==> src/verilog/mode_ctl_defines.svh <==
// constants for the operating-mode controller
// assumes a 100 MHz logic clock
`ifndef MODE_CTL_DEFINES_SVH
`define MODE_CTL_DEFINES_SVH
`define CLK_PERIOD_NS      10
`define RESTART_TIME_NS    10000
`define RESTART_CYCLES     (`RESTART_TIME_NS / `CLK_PERIOD_NS)
`define RECOVER_WINDOW_DEF 4000
`define NUM_CH             6
`define NUM_DIRECT         4
`define NUM_OC_CH          5
`define DUTY_W             8
`define PRESC_W            2
`define TICK_W             11
`define SEL_W              4
`define WORD_W             16
`define CNT_W              16
`endif

==> src/verilog/mode_ctl_pkg.sv <==
// types shared by the operating-mode controller
// assumes mode_ctl_defines.svh is on the include path
`include "mode_ctl_defines.svh"
package mode_ctl_pkg;
  typedef enum logic [3:0] {
    MODE_OFF    = 4'h1,
    MODE_SLEEP  = 4'h2,
    MODE_NORMAL = 4'h4,
    MODE_FAIL   = 4'h8
  } mode_type;

  // serial-programmed channel settings
  typedef struct packed {
    logic [`NUM_CH-1:0]                    on;
    logic [`NUM_DIRECT-1:0]                direct_sel;
    logic [`NUM_CH-1:0][`DUTY_W-1:0]       duty;
    logic [`NUM_CH-1:0][`PRESC_W-1:0]      presc;
  } cfg_type;

  // per-channel fault report
  typedef struct packed {
    logic open_load;
    logic short_supply;
    logic severe_short;
    logic overcurrent;
    logic overtemp;
    logic clock_fail;
    logic undervoltage;
    logic overvoltage;
  } fault_type;

  // protection events per direct channel plus one shared undervoltage, on the logic clock
  typedef struct packed {
    logic [`NUM_DIRECT-1:0] overload;
    logic [`NUM_DIRECT-1:0] overtemp;
    logic [`NUM_DIRECT-1:0] high_oc;
    logic [`NUM_DIRECT-1:0] severe_short;
    logic                   undervoltage;
  } prot_type;
endpackage

==> src/verilog/switch_operating_mode_control.sv <==
// operating-mode controller of a multi-channel high-side switch
// assumes pins arrive asynchronous; config, faults and commands come from same-clock logic
// Summary of operation
// - four modes: power off, sleep, normal, fail; channels controlled independently
// - wake term is OR of four per-input wake detects and wake pin
// - fail term is OR of serial link fault and fallback request input
// - both supplies below reset threshold gives power off, no logic function
// - with wake term low after power-up the device rests in sleep
// - sleep disables all outputs; only the wake term or loss of both supplies leaves sleep
// - normal exactly when a supply is present, wake term is 1, fail term is 0 and the fail hold is clear
// - normal mode drives outputs from serial-configured PWM; status read serially
// - each channel has its own 8-bit duty PWM with prescaler
// - normal: drives 1-4 follow on bit or direct input; 5-6 on bit
// - normal: rising drive of channels 1-5 starts its overcurrent window
// - fail: outputs 1-4 follow their direct control inputs
// - fail: outputs 5 and 6 forced off, PWM unavailable
// - fail: writes ignored; readout still follows select bits if cause permits
// - fail: current-sense feedback disabled
// - fail: maximum overcurrent profile with low threshold forced
// - fail: overload or undervoltage gives auto-restart on outputs 1-4
// - fail: overtemp, high threshold or severe short latch output off until wake
// - fail: drives 1-4 follow direct inputs, windows from wake detects, 5-6 off
// - serial readout only while logic supply present
// - eight fault types reported in the serial readout
// - PWM supports load frequencies up to 400 Hz
// - normal to fail clears serial settings, keeps readout registers
// - fail to normal needs cause removed and toggle 0 then 1 in window
`timescale 1ns/10ps
`default_nettype none
`include "mode_ctl_defines.svh"
module switch_operating_mode_control #(
  parameter int RECOVER_WINDOW = `RECOVER_WINDOW_DEF
) (
  // clock and control
  input  wire logic                                  clk,
  input  wire logic                                  srst,
  input  wire logic                                  clk_en,
  // supply, wake, fallback, direct control and pwm clock pins
  input  wire logic                                  power_supply_ok,
  input  wire logic                                  logic_supply_ok,
  input  wire logic                                  active_low_wake_pin,
  input  wire logic [`NUM_DIRECT-1:0]                per_input_wake_detect,
  input  wire logic                                  fallback_request,
  input  wire logic [`NUM_DIRECT-1:0]                direct_control_inputs,
  input  wire logic                                  pwm_clock_pin,
  // serial side
  input  wire logic                                  serial_link_fault,
  input  wire logic                                  serial_link_stuck,
  input  wire logic                                  cfg_write,
  input  wire mode_ctl_pkg::cfg_type                 cfg_wdata,
  input  wire logic                                  cmd_valid,
  input  wire logic                                  watchdog_toggle_bit,
  input  wire logic [`SEL_W-1:0]                     readout_select_bits,
  output logic [`WORD_W-1:0]                         readout_data,
  output logic                                       readout_valid,
  // protection and diagnosis
  input  wire mode_ctl_pkg::prot_type                prot,
  input  wire mode_ctl_pkg::fault_type [`NUM_CH-1:0] faults,
  output logic [`NUM_OC_CH-1:0]                      oc_window_start,
  output logic                                       overcurrent_profile_max,
  output logic                                       current_sense_feedback,
  // channel outputs
  output logic [`NUM_CH-1:0]                         channel_drive,
  output logic [`NUM_OC_CH-1:0]                      power_outputs,
  output logic                                       external_switch_control_output,
  output mode_ctl_pkg::mode_type                     mode
);
  import mode_ctl_pkg::*;

  localparam int NP = 8 + 2 * `NUM_DIRECT;

  function automatic logic [`DUTY_W-1:0] pwm_phase(input logic [`TICK_W-1:0] t,
                                                   input logic [`PRESC_W-1:0] p);
    logic [`TICK_W-1:0] s;
    s = t >> p;
    return s[`DUTY_W-1:0];
  endfunction

  // pin synchronisers
  logic [NP-1:0] pins, s1_q, s1_d, s2_q, s2_d;
  always_comb begin
    pins = {power_supply_ok, logic_supply_ok, active_low_wake_pin, fallback_request,
            pwm_clock_pin, 3'h0, per_input_wake_detect, direct_control_inputs};
    s1_d = pins;
    s2_d = s1_q;
  end
  always_ff @(posedge clk) begin
    if (srst) begin
      s1_q <= '0;
      s2_q <= '0;
    end else if (clk_en) begin
      s1_q <= s1_d;
      s2_q <= s2_d;
    end
  end

  logic                   pwr_s, vcc_s, pin_s, limp_s, pclk_s;
  logic [`NUM_DIRECT-1:0] wdet_s, idin;
  logic                   wake_term, fail_term;
  always_comb begin
    {pwr_s, vcc_s, pin_s, limp_s, pclk_s} = s2_q[NP-1:NP-5];
    wdet_s    = s2_q[2*`NUM_DIRECT-1:`NUM_DIRECT];
    idin      = s2_q[`NUM_DIRECT-1:0];
    wake_term = (|wdet_s) | pin_s;
    fail_term = serial_link_fault | limp_s;
  end

  // mode, fail hold and recovery window
  mode_type            mode_q, mode_d;
  logic                hold_q, hold_d, arm_q, arm_d, wake_q, wake_d;
  logic [`CNT_W-1:0]   rec_q, rec_d;
  logic                fail_eff, new_wake;
  always_comb begin
    new_wake = wake_term & ~wake_q;
    fail_eff = fail_term | hold_q;
    wake_d   = wake_term;
    hold_d   = hold_q;
    arm_d    = arm_q;
    rec_d    = rec_q;
    if (mode_q != MODE_FAIL || fail_term) begin
      arm_d = 1'b0;
      rec_d = '0;
    end else if (cmd_valid && !watchdog_toggle_bit) begin
      arm_d = 1'b1;
      rec_d = '0;
    end else if (arm_q && cmd_valid && watchdog_toggle_bit) begin
      arm_d  = 1'b0;
      hold_d = 1'b0;
    end else if (arm_q) begin
      if (rec_q >= (`CNT_W)'(RECOVER_WINDOW - 1)) arm_d = 1'b0;
      rec_d = rec_q + 1'b1;
    end
    if (fail_term && wake_term) hold_d = 1'b1;
    if (!wake_term) hold_d = 1'b0;
    if (!pwr_s && !vcc_s) mode_d = MODE_OFF;
    else if (!wake_term)  mode_d = MODE_SLEEP;
    else if (fail_eff)    mode_d = MODE_FAIL;
    else                  mode_d = MODE_NORMAL;
  end
  always_ff @(posedge clk) begin
    if (srst) begin
      mode_q <= MODE_OFF;
      hold_q <= 1'b0;
      arm_q  <= 1'b0;
      rec_q  <= '0;
      wake_q <= 1'b0;
    end else if (clk_en) begin
      mode_q <= mode_d;
      hold_q <= hold_d;
      arm_q  <= arm_d;
      rec_q  <= rec_d;
      wake_q <= wake_d;
    end
  end

  // serial settings: writes ignored outside normal, cleared on entry to fail
  cfg_type cfg_q, cfg_d;
  always_comb begin
    cfg_d = cfg_q;
    if (mode_d != MODE_NORMAL && mode_d != MODE_FAIL) cfg_d = '0;
    else if (mode_q == MODE_NORMAL && mode_d == MODE_FAIL) cfg_d = '0;
    else if (cfg_write && mode_q == MODE_NORMAL && mode_d == MODE_NORMAL) cfg_d = cfg_wdata;
  end
  always_ff @(posedge clk) begin
    if (srst) cfg_q <= '0;
    else if (clk_en) cfg_q <= cfg_d;
  end

  // pwm time base from the sampled external clock
  logic                pclk_q, pclk_d;
  logic [`TICK_W-1:0]  tick_q, tick_d;
  always_comb begin
    pclk_d = pclk_s;
    tick_d = (pclk_s && !pclk_q) ? tick_q + 1'b1 : tick_q;
  end
  always_ff @(posedge clk) begin
    if (srst) begin
      pclk_q <= 1'b0;
      tick_q <= '0;
    end else if (clk_en) begin
      pclk_q <= pclk_d;
      tick_q <= tick_d;
    end
  end

  // fail-mode protection: latch-off and auto-restart
  logic [`NUM_DIRECT-1:0]                latch_q, latch_d;
  logic [`NUM_DIRECT-1:0][`CNT_W-1:0]    rst_q, rst_d;
  always_comb begin
    latch_d = latch_q;
    rst_d   = rst_q;
    for (int i = 0; i < `NUM_DIRECT; i++) begin
      // a fault in the same cycle as a new wake keeps the latch set
      if (mode_q == MODE_FAIL &&
          (prot.overtemp[i] | prot.high_oc[i] | prot.severe_short[i]))
        latch_d[i] = 1'b1;
      else if (new_wake) latch_d[i] = 1'b0;
      if (mode_q == MODE_FAIL && (prot.overload[i] | prot.undervoltage))
        rst_d[i] = (`CNT_W)'(`RESTART_CYCLES);
      else if (rst_q[i] != '0)
        rst_d[i] = rst_q[i] - 1'b1;
    end
  end
  always_ff @(posedge clk) begin
    if (srst) begin
      latch_q <= '0;
      rst_q   <= '0;
    end else if (clk_en) begin
      latch_q <= latch_d;
      rst_q   <= rst_d;
    end
  end

  // channel drive, outputs and window starts
  logic [`NUM_CH-1:0]     drv_q, drv_d;
  logic [`NUM_OC_CH-1:0]  ocw_q, ocw_d;
  logic [`NUM_DIRECT-1:0] wdet_q, wdet_d;
  logic [`NUM_CH-1:0]     pwm;
  always_comb begin
    wdet_d = wdet_s;
    for (int i = 0; i < `NUM_CH; i++)
      pwm[i] = cfg_q.on[i] & (pwm_phase(tick_q, cfg_q.presc[i]) < cfg_q.duty[i]);
    drv_d = '0;
    if (mode_d == MODE_NORMAL && mode_q == MODE_NORMAL) begin
      drv_d = pwm;
      for (int i = 0; i < `NUM_DIRECT; i++)
        if (cfg_q.direct_sel[i]) drv_d[i] = idin[i];
    end else if (mode_d == MODE_FAIL) begin
      for (int i = 0; i < `NUM_DIRECT; i++)
        drv_d[i] = idin[i] & ~latch_d[i] & (rst_d[i] == '0);
    end
    ocw_d = '0;
    if (mode_d == MODE_FAIL)
      ocw_d[`NUM_DIRECT-1:0] = wdet_s & ~wdet_q;
    else
      ocw_d = drv_d[`NUM_OC_CH-1:0] & ~drv_q[`NUM_OC_CH-1:0];
  end
  always_ff @(posedge clk) begin
    if (srst) begin
      drv_q  <= '0;
      ocw_q  <= '0;
      wdet_q <= '0;
    end else if (clk_en) begin
      drv_q  <= drv_d;
      ocw_q  <= ocw_d;
      wdet_q <= wdet_d;
    end
  end

  // serial readout
  logic [`WORD_W-1:0] rd_q, rd_d;
  logic               rv_q, rv_d;
  always_comb begin
    rv_d = vcc_s && (mode_q == MODE_NORMAL || (mode_q == MODE_FAIL && !serial_link_stuck));
    rd_d = '0;
    if (rv_d && readout_select_bits < (`SEL_W)'(`NUM_CH))
      rd_d = {mode_q, 4'h0, faults[readout_select_bits]};
  end
  always_ff @(posedge clk) begin
    if (srst) begin
      rd_q <= '0;
      rv_q <= 1'b0;
    end else if (clk_en) begin
      rd_q <= rd_d;
      rv_q <= rv_d;
    end
  end

  always_comb begin
    mode                           = mode_q;
    channel_drive                  = drv_q;
    power_outputs                  = drv_q[`NUM_OC_CH-1:0];
    external_switch_control_output = drv_q[`NUM_CH-1];
    oc_window_start                = ocw_q;
    overcurrent_profile_max        = (mode_q == MODE_FAIL);
    current_sense_feedback         = (mode_q == MODE_NORMAL);
    readout_data                   = rd_q;
    readout_valid                  = rv_q;
  end
endmodule
`default_nettype wire
==> config.mk <==
export PLATFORM = sky130hd
export DESIGN_NAME = switch_operating_mode_control
export DESIGN_NICKNAME = d
export VERILOG_FILES = /design/src/verilog/mode_ctl_pkg.sv /design/src/verilog/switch_operating_mode_control.sv
export VERILOG_INCLUDE_DIRS = /design/src /design/src/verilog
export SDC_FILE = /design/constraint.sdc
export NUM_CORES = 1
export LEC_CHECK = 0
export BUFFER_PORTS_ARGS = -buffer_cell sky130_fd_sc_hd__buf_2
export CELL_PAD_IN_SITES_DETAIL_PLACEMENT = 2
export CELL_PAD_IN_SITES_GLOBAL_PLACEMENT = 2
export CORE_AREA = 10 10 237 183
export DETAILED_ROUTE_END_ITERATION = 16
export DIE_AREA = 0 0 247 193
export GPL_TIMING_DRIVEN = 0
export PLACE_DENSITY_LB_ADDON = 0.15
export SLEW_MARGIN = 20
export SYNTH_ARGS = -nofsm -noshare
export SYNTH_HDL_FRONTEND = slang
export SYNTH_SLANG_ARGS = --single-unit
==> constraint.sdc <==
create_clock -name clk -period 3.2 [get_ports clk]
set_input_delay 0.32 -clock clk [delete_from_list [all_inputs] [get_ports clk]]
set_output_delay 0.32 -clock clk [all_outputs]
set_load 0.05 [all_outputs]
==> impl_metrics.ini <==
[status]
outcome = completed

[clocking]
cts_inserted_buffers = 26
worstSkewPairLatency_ns = 0.56
htreeDepth = 1
clock_sinks = 227
clockBufferDepth = 3
clk_pin_slew_ns = 0.06
root_buffer = clkbuf_16
cts_tree = built

[sta]
max_slew_margin_pct = 26.01
setup_tns_ns = 0
hold_viol = 0
fin_crit_ns = 3.081
skew_ns = 0.01824
setup_viol = 0
maxSlewViolCount = 0
worst_slew_pin_slew_ns = 1.110
period_share_pct = 96.29
fmax_mhz = 324.6
rsz0062_at_grt = no
holdWs_ns = 0.01355

[floorplanning]
die_w_um = 247
core-area_um2 = 38860
die_h_um = 193
initial_core_util_pct = 34.49
io_pins = 200
fp-row-count = 63
dieArea_um2 = 47670

[setup_path]
crit_path_top_delay_cell = clkbuf_1
path_buf_inv = 5
startpoint_type = input port
endpoint_kind = flip-flop
critPathTopFamily = buffers and inverters
crit_fanout = 10
path_class = input port to flip-flop
cp.arrival_ns = 3.56
critPathMaxStageDelay_ns = 0.89
cp_common_cell = clkbuf_1
worstPathCellList = buf_2, clkbuf_1, clkbuf_1, buf_1, clkbuf_1, o211ai_1, a21oi_1
required_ns = 3.67

[route]
via_count = 13700
drc = 0
via_per_inst = 5.779
dr.pass1.iters = 5
ant_nets = 0
drtIter0Drc = 936
wl_per_cell_um = 24.65
drt_wl_total_mm = 58.43

[global_route]
grt_use_total_pct = 24.02
antenna_found_initial = 3
gr-total-overflow = 0
grt_pass1_vias = 14470
grt_max_degree = 13
grt_pass1_wl_mm = 89.39

[placed_design]
dpl.cell_count = 2305
gp_congestion = 0.8904
dp_hpwl_mm = 44.40
io_buffer_count = 191

[logic_synthesis]
synth_edf_count = 0
yosys_most_used_dff = dfxtp_1
async_flop_share_pct = 0
yosys_warnings = 0
synth-seq-area-share_pct = 33.91
netlist_area_um2 = 13400
synth_cells = 1590
ys_types = 81
synth-seq-cells = 227
avgSynthCellArea_um2 = 8.429

[layout]
drive_gt1_share_pct = 20.39
nets = 2041
final_common_cell = nor2_1
layout.cells.non_filler = 2370
area_growth_pct = 20.60
final_cell_mix = 262 x nor2_1, 225 x dfxtp_1, 202 x buf_2

[pwr]
p_per_area_nw_per_um2 = 725.9
leakagePower_nw = 6.323
peakVddDrop_mv = 0.3962

[job]
drv_cap = 0

[min_path]
min-delay-path-class = input port to flip-flop
==> kinds of logic (layout without fill, tap and decap cells) <==
| logic type | Yosys count | in the layout | synth area share (%) |
|---|---|---|---|
| fa+ha+maj | 52 | 52 | 4.855 |
| mux | 97 | 97 | 12.48 |
| buf+inv | 206 | 462 | 6.750 |
| other cells | 1 | 5 | 0.02798 |
| compound gates | 368 | 368 | 18.10 |
| simple gates | 610 | 610 | 21.98 |
| flops | 227 | 227 | 33.91 |
| xor+xnor | 29 | 29 | 1.895 |
==> power breakdown <==
group	leakage, nW	switching, mW	total, mW	internal [mW]
Combinational	4.06	3.20	5.16	1.96
Sequential	1.84	0.360	3.50	3.14
Clock	0.424	1.30	3.08	1.78
Total	6.32	4.86	11.7	6.87
==> synthesized netlist by cell type (all sizes together), types with 11 or more instances <==
master | number | area, um^2
nand4 | 28 | 175.2
nand3 | 28 | 140.1
inv | 70 | 262.8
ha | 52 | 650.6
clkbuf | 101 | 400.4
and3 | 15 | 93.84
a311oi | 15 | 131.4
xor2 | 24 | 210.2
mux2i | 40 | 400.4
nor2 | 262 | 983.4
dfxtp | 227 | 4544
a22oi | 81 | 608.1
mux4 | 56 | 1261
nor3 | 48 | 245.2
a21oi | 97 | 485.5
or4 | 11 | 93.84
nand2b | 14 | 87.58
nor2b | 14 | 87.58
buf | 34 | 237.7
o21ai | 75 | 375.4
a211oi | 12 | 100.1
nand2 | 107 | 404.1
or3 | 14 | 87.58
nor4 | 29 | 217.7
==> path summary, 6_finish.rpt <==
kind	depth (start not counted)	slack, ns	start	to
worst min-delay path	3	0.01	cfg_wdata[22]	cfg_q[22]$_SDFFE_PP0P_
worst max-delay path	7	0.12	clk_en	channel_drive[5]$_SDFFE_PP0P_
worst max register to register	10	0.13	tick_q[5]$_SDFFE_PP0P_	channel_drive[2]$_SDFFE_PP0P_
worst min register to register	1	0.46	readout_data[13]$_SDFFE_PP0P_	readout_data[13]$_SDFFE_PP0P_
==> sequential cells by signal, summed over array words and instances (netlist names) <==
name and count:
cfg_q 70, oc_window_start 5, readout_valid 1, arm_q 1, latch_q 4, s1_q 13
wdet_q 4, readout_data 12, s2_q 13, mode 4, pclk_q 1, channel_drive 6
hold_q 1, rec_q 16, rst_q 64, wake_q 1, tick_q 11
==> routing by layer <==
metal  GRT usage [%]  vias up  wire [um]
li1                -     6262          -
met1           33.23     7028      27170
met2           38.53      341      26870
met3           4.667       62       3393
met4           4.450        4        973
met5               0        -         27
==> worst min-delay path, cell delays in order <==
cell,delay (ns)
buf_2,0.09
a22oi_1,0.06
nor2_1,0.07
==> cell type report <==
type | count | area (um^2)
fill | 4404 | 22700
clock inverter | 10 | 103.9
multi-input combinational | 1160 | 8040
sequential | 227 | 4547
antenna | 1 | 2.502
inverter | 71 | 266.5
buffer | 129 | 633.1
clock buffer | 38 | 747.0
tap | 520 | 650.6
timing repair buffer | 214 | 1172
==> per-stage QoR <==
stage | power (mW) | worst slack (ns) | instance area [um^2] | util, %
final | 11.73 | 0.1188 | 16160 | 41.59
after global routing | 12.57 | 0.003907 | 16160 | 41.59
after CTS | 11.58 | 0.002581 | 16060 | 41.33
after detailed placement | 8.440 | -0.2879 | 15040 | 38.71
after global placement | 8.230 | -1.086 | 15020 | 38.65
after floorplan | 7.064 | 0.02231 | 13410 | -
==> timing repair <==
item / CTS / global route
pin swaps: 0 / 2
hold buffers: 16 / 0
endpoints found under the setup margin: 13 / 36
gates resized for setup: 3 / 36
endpoints found under the hold margin: 16 / 0
setup buffers: 0 / 6
Power figures use the tool's default switching activity.
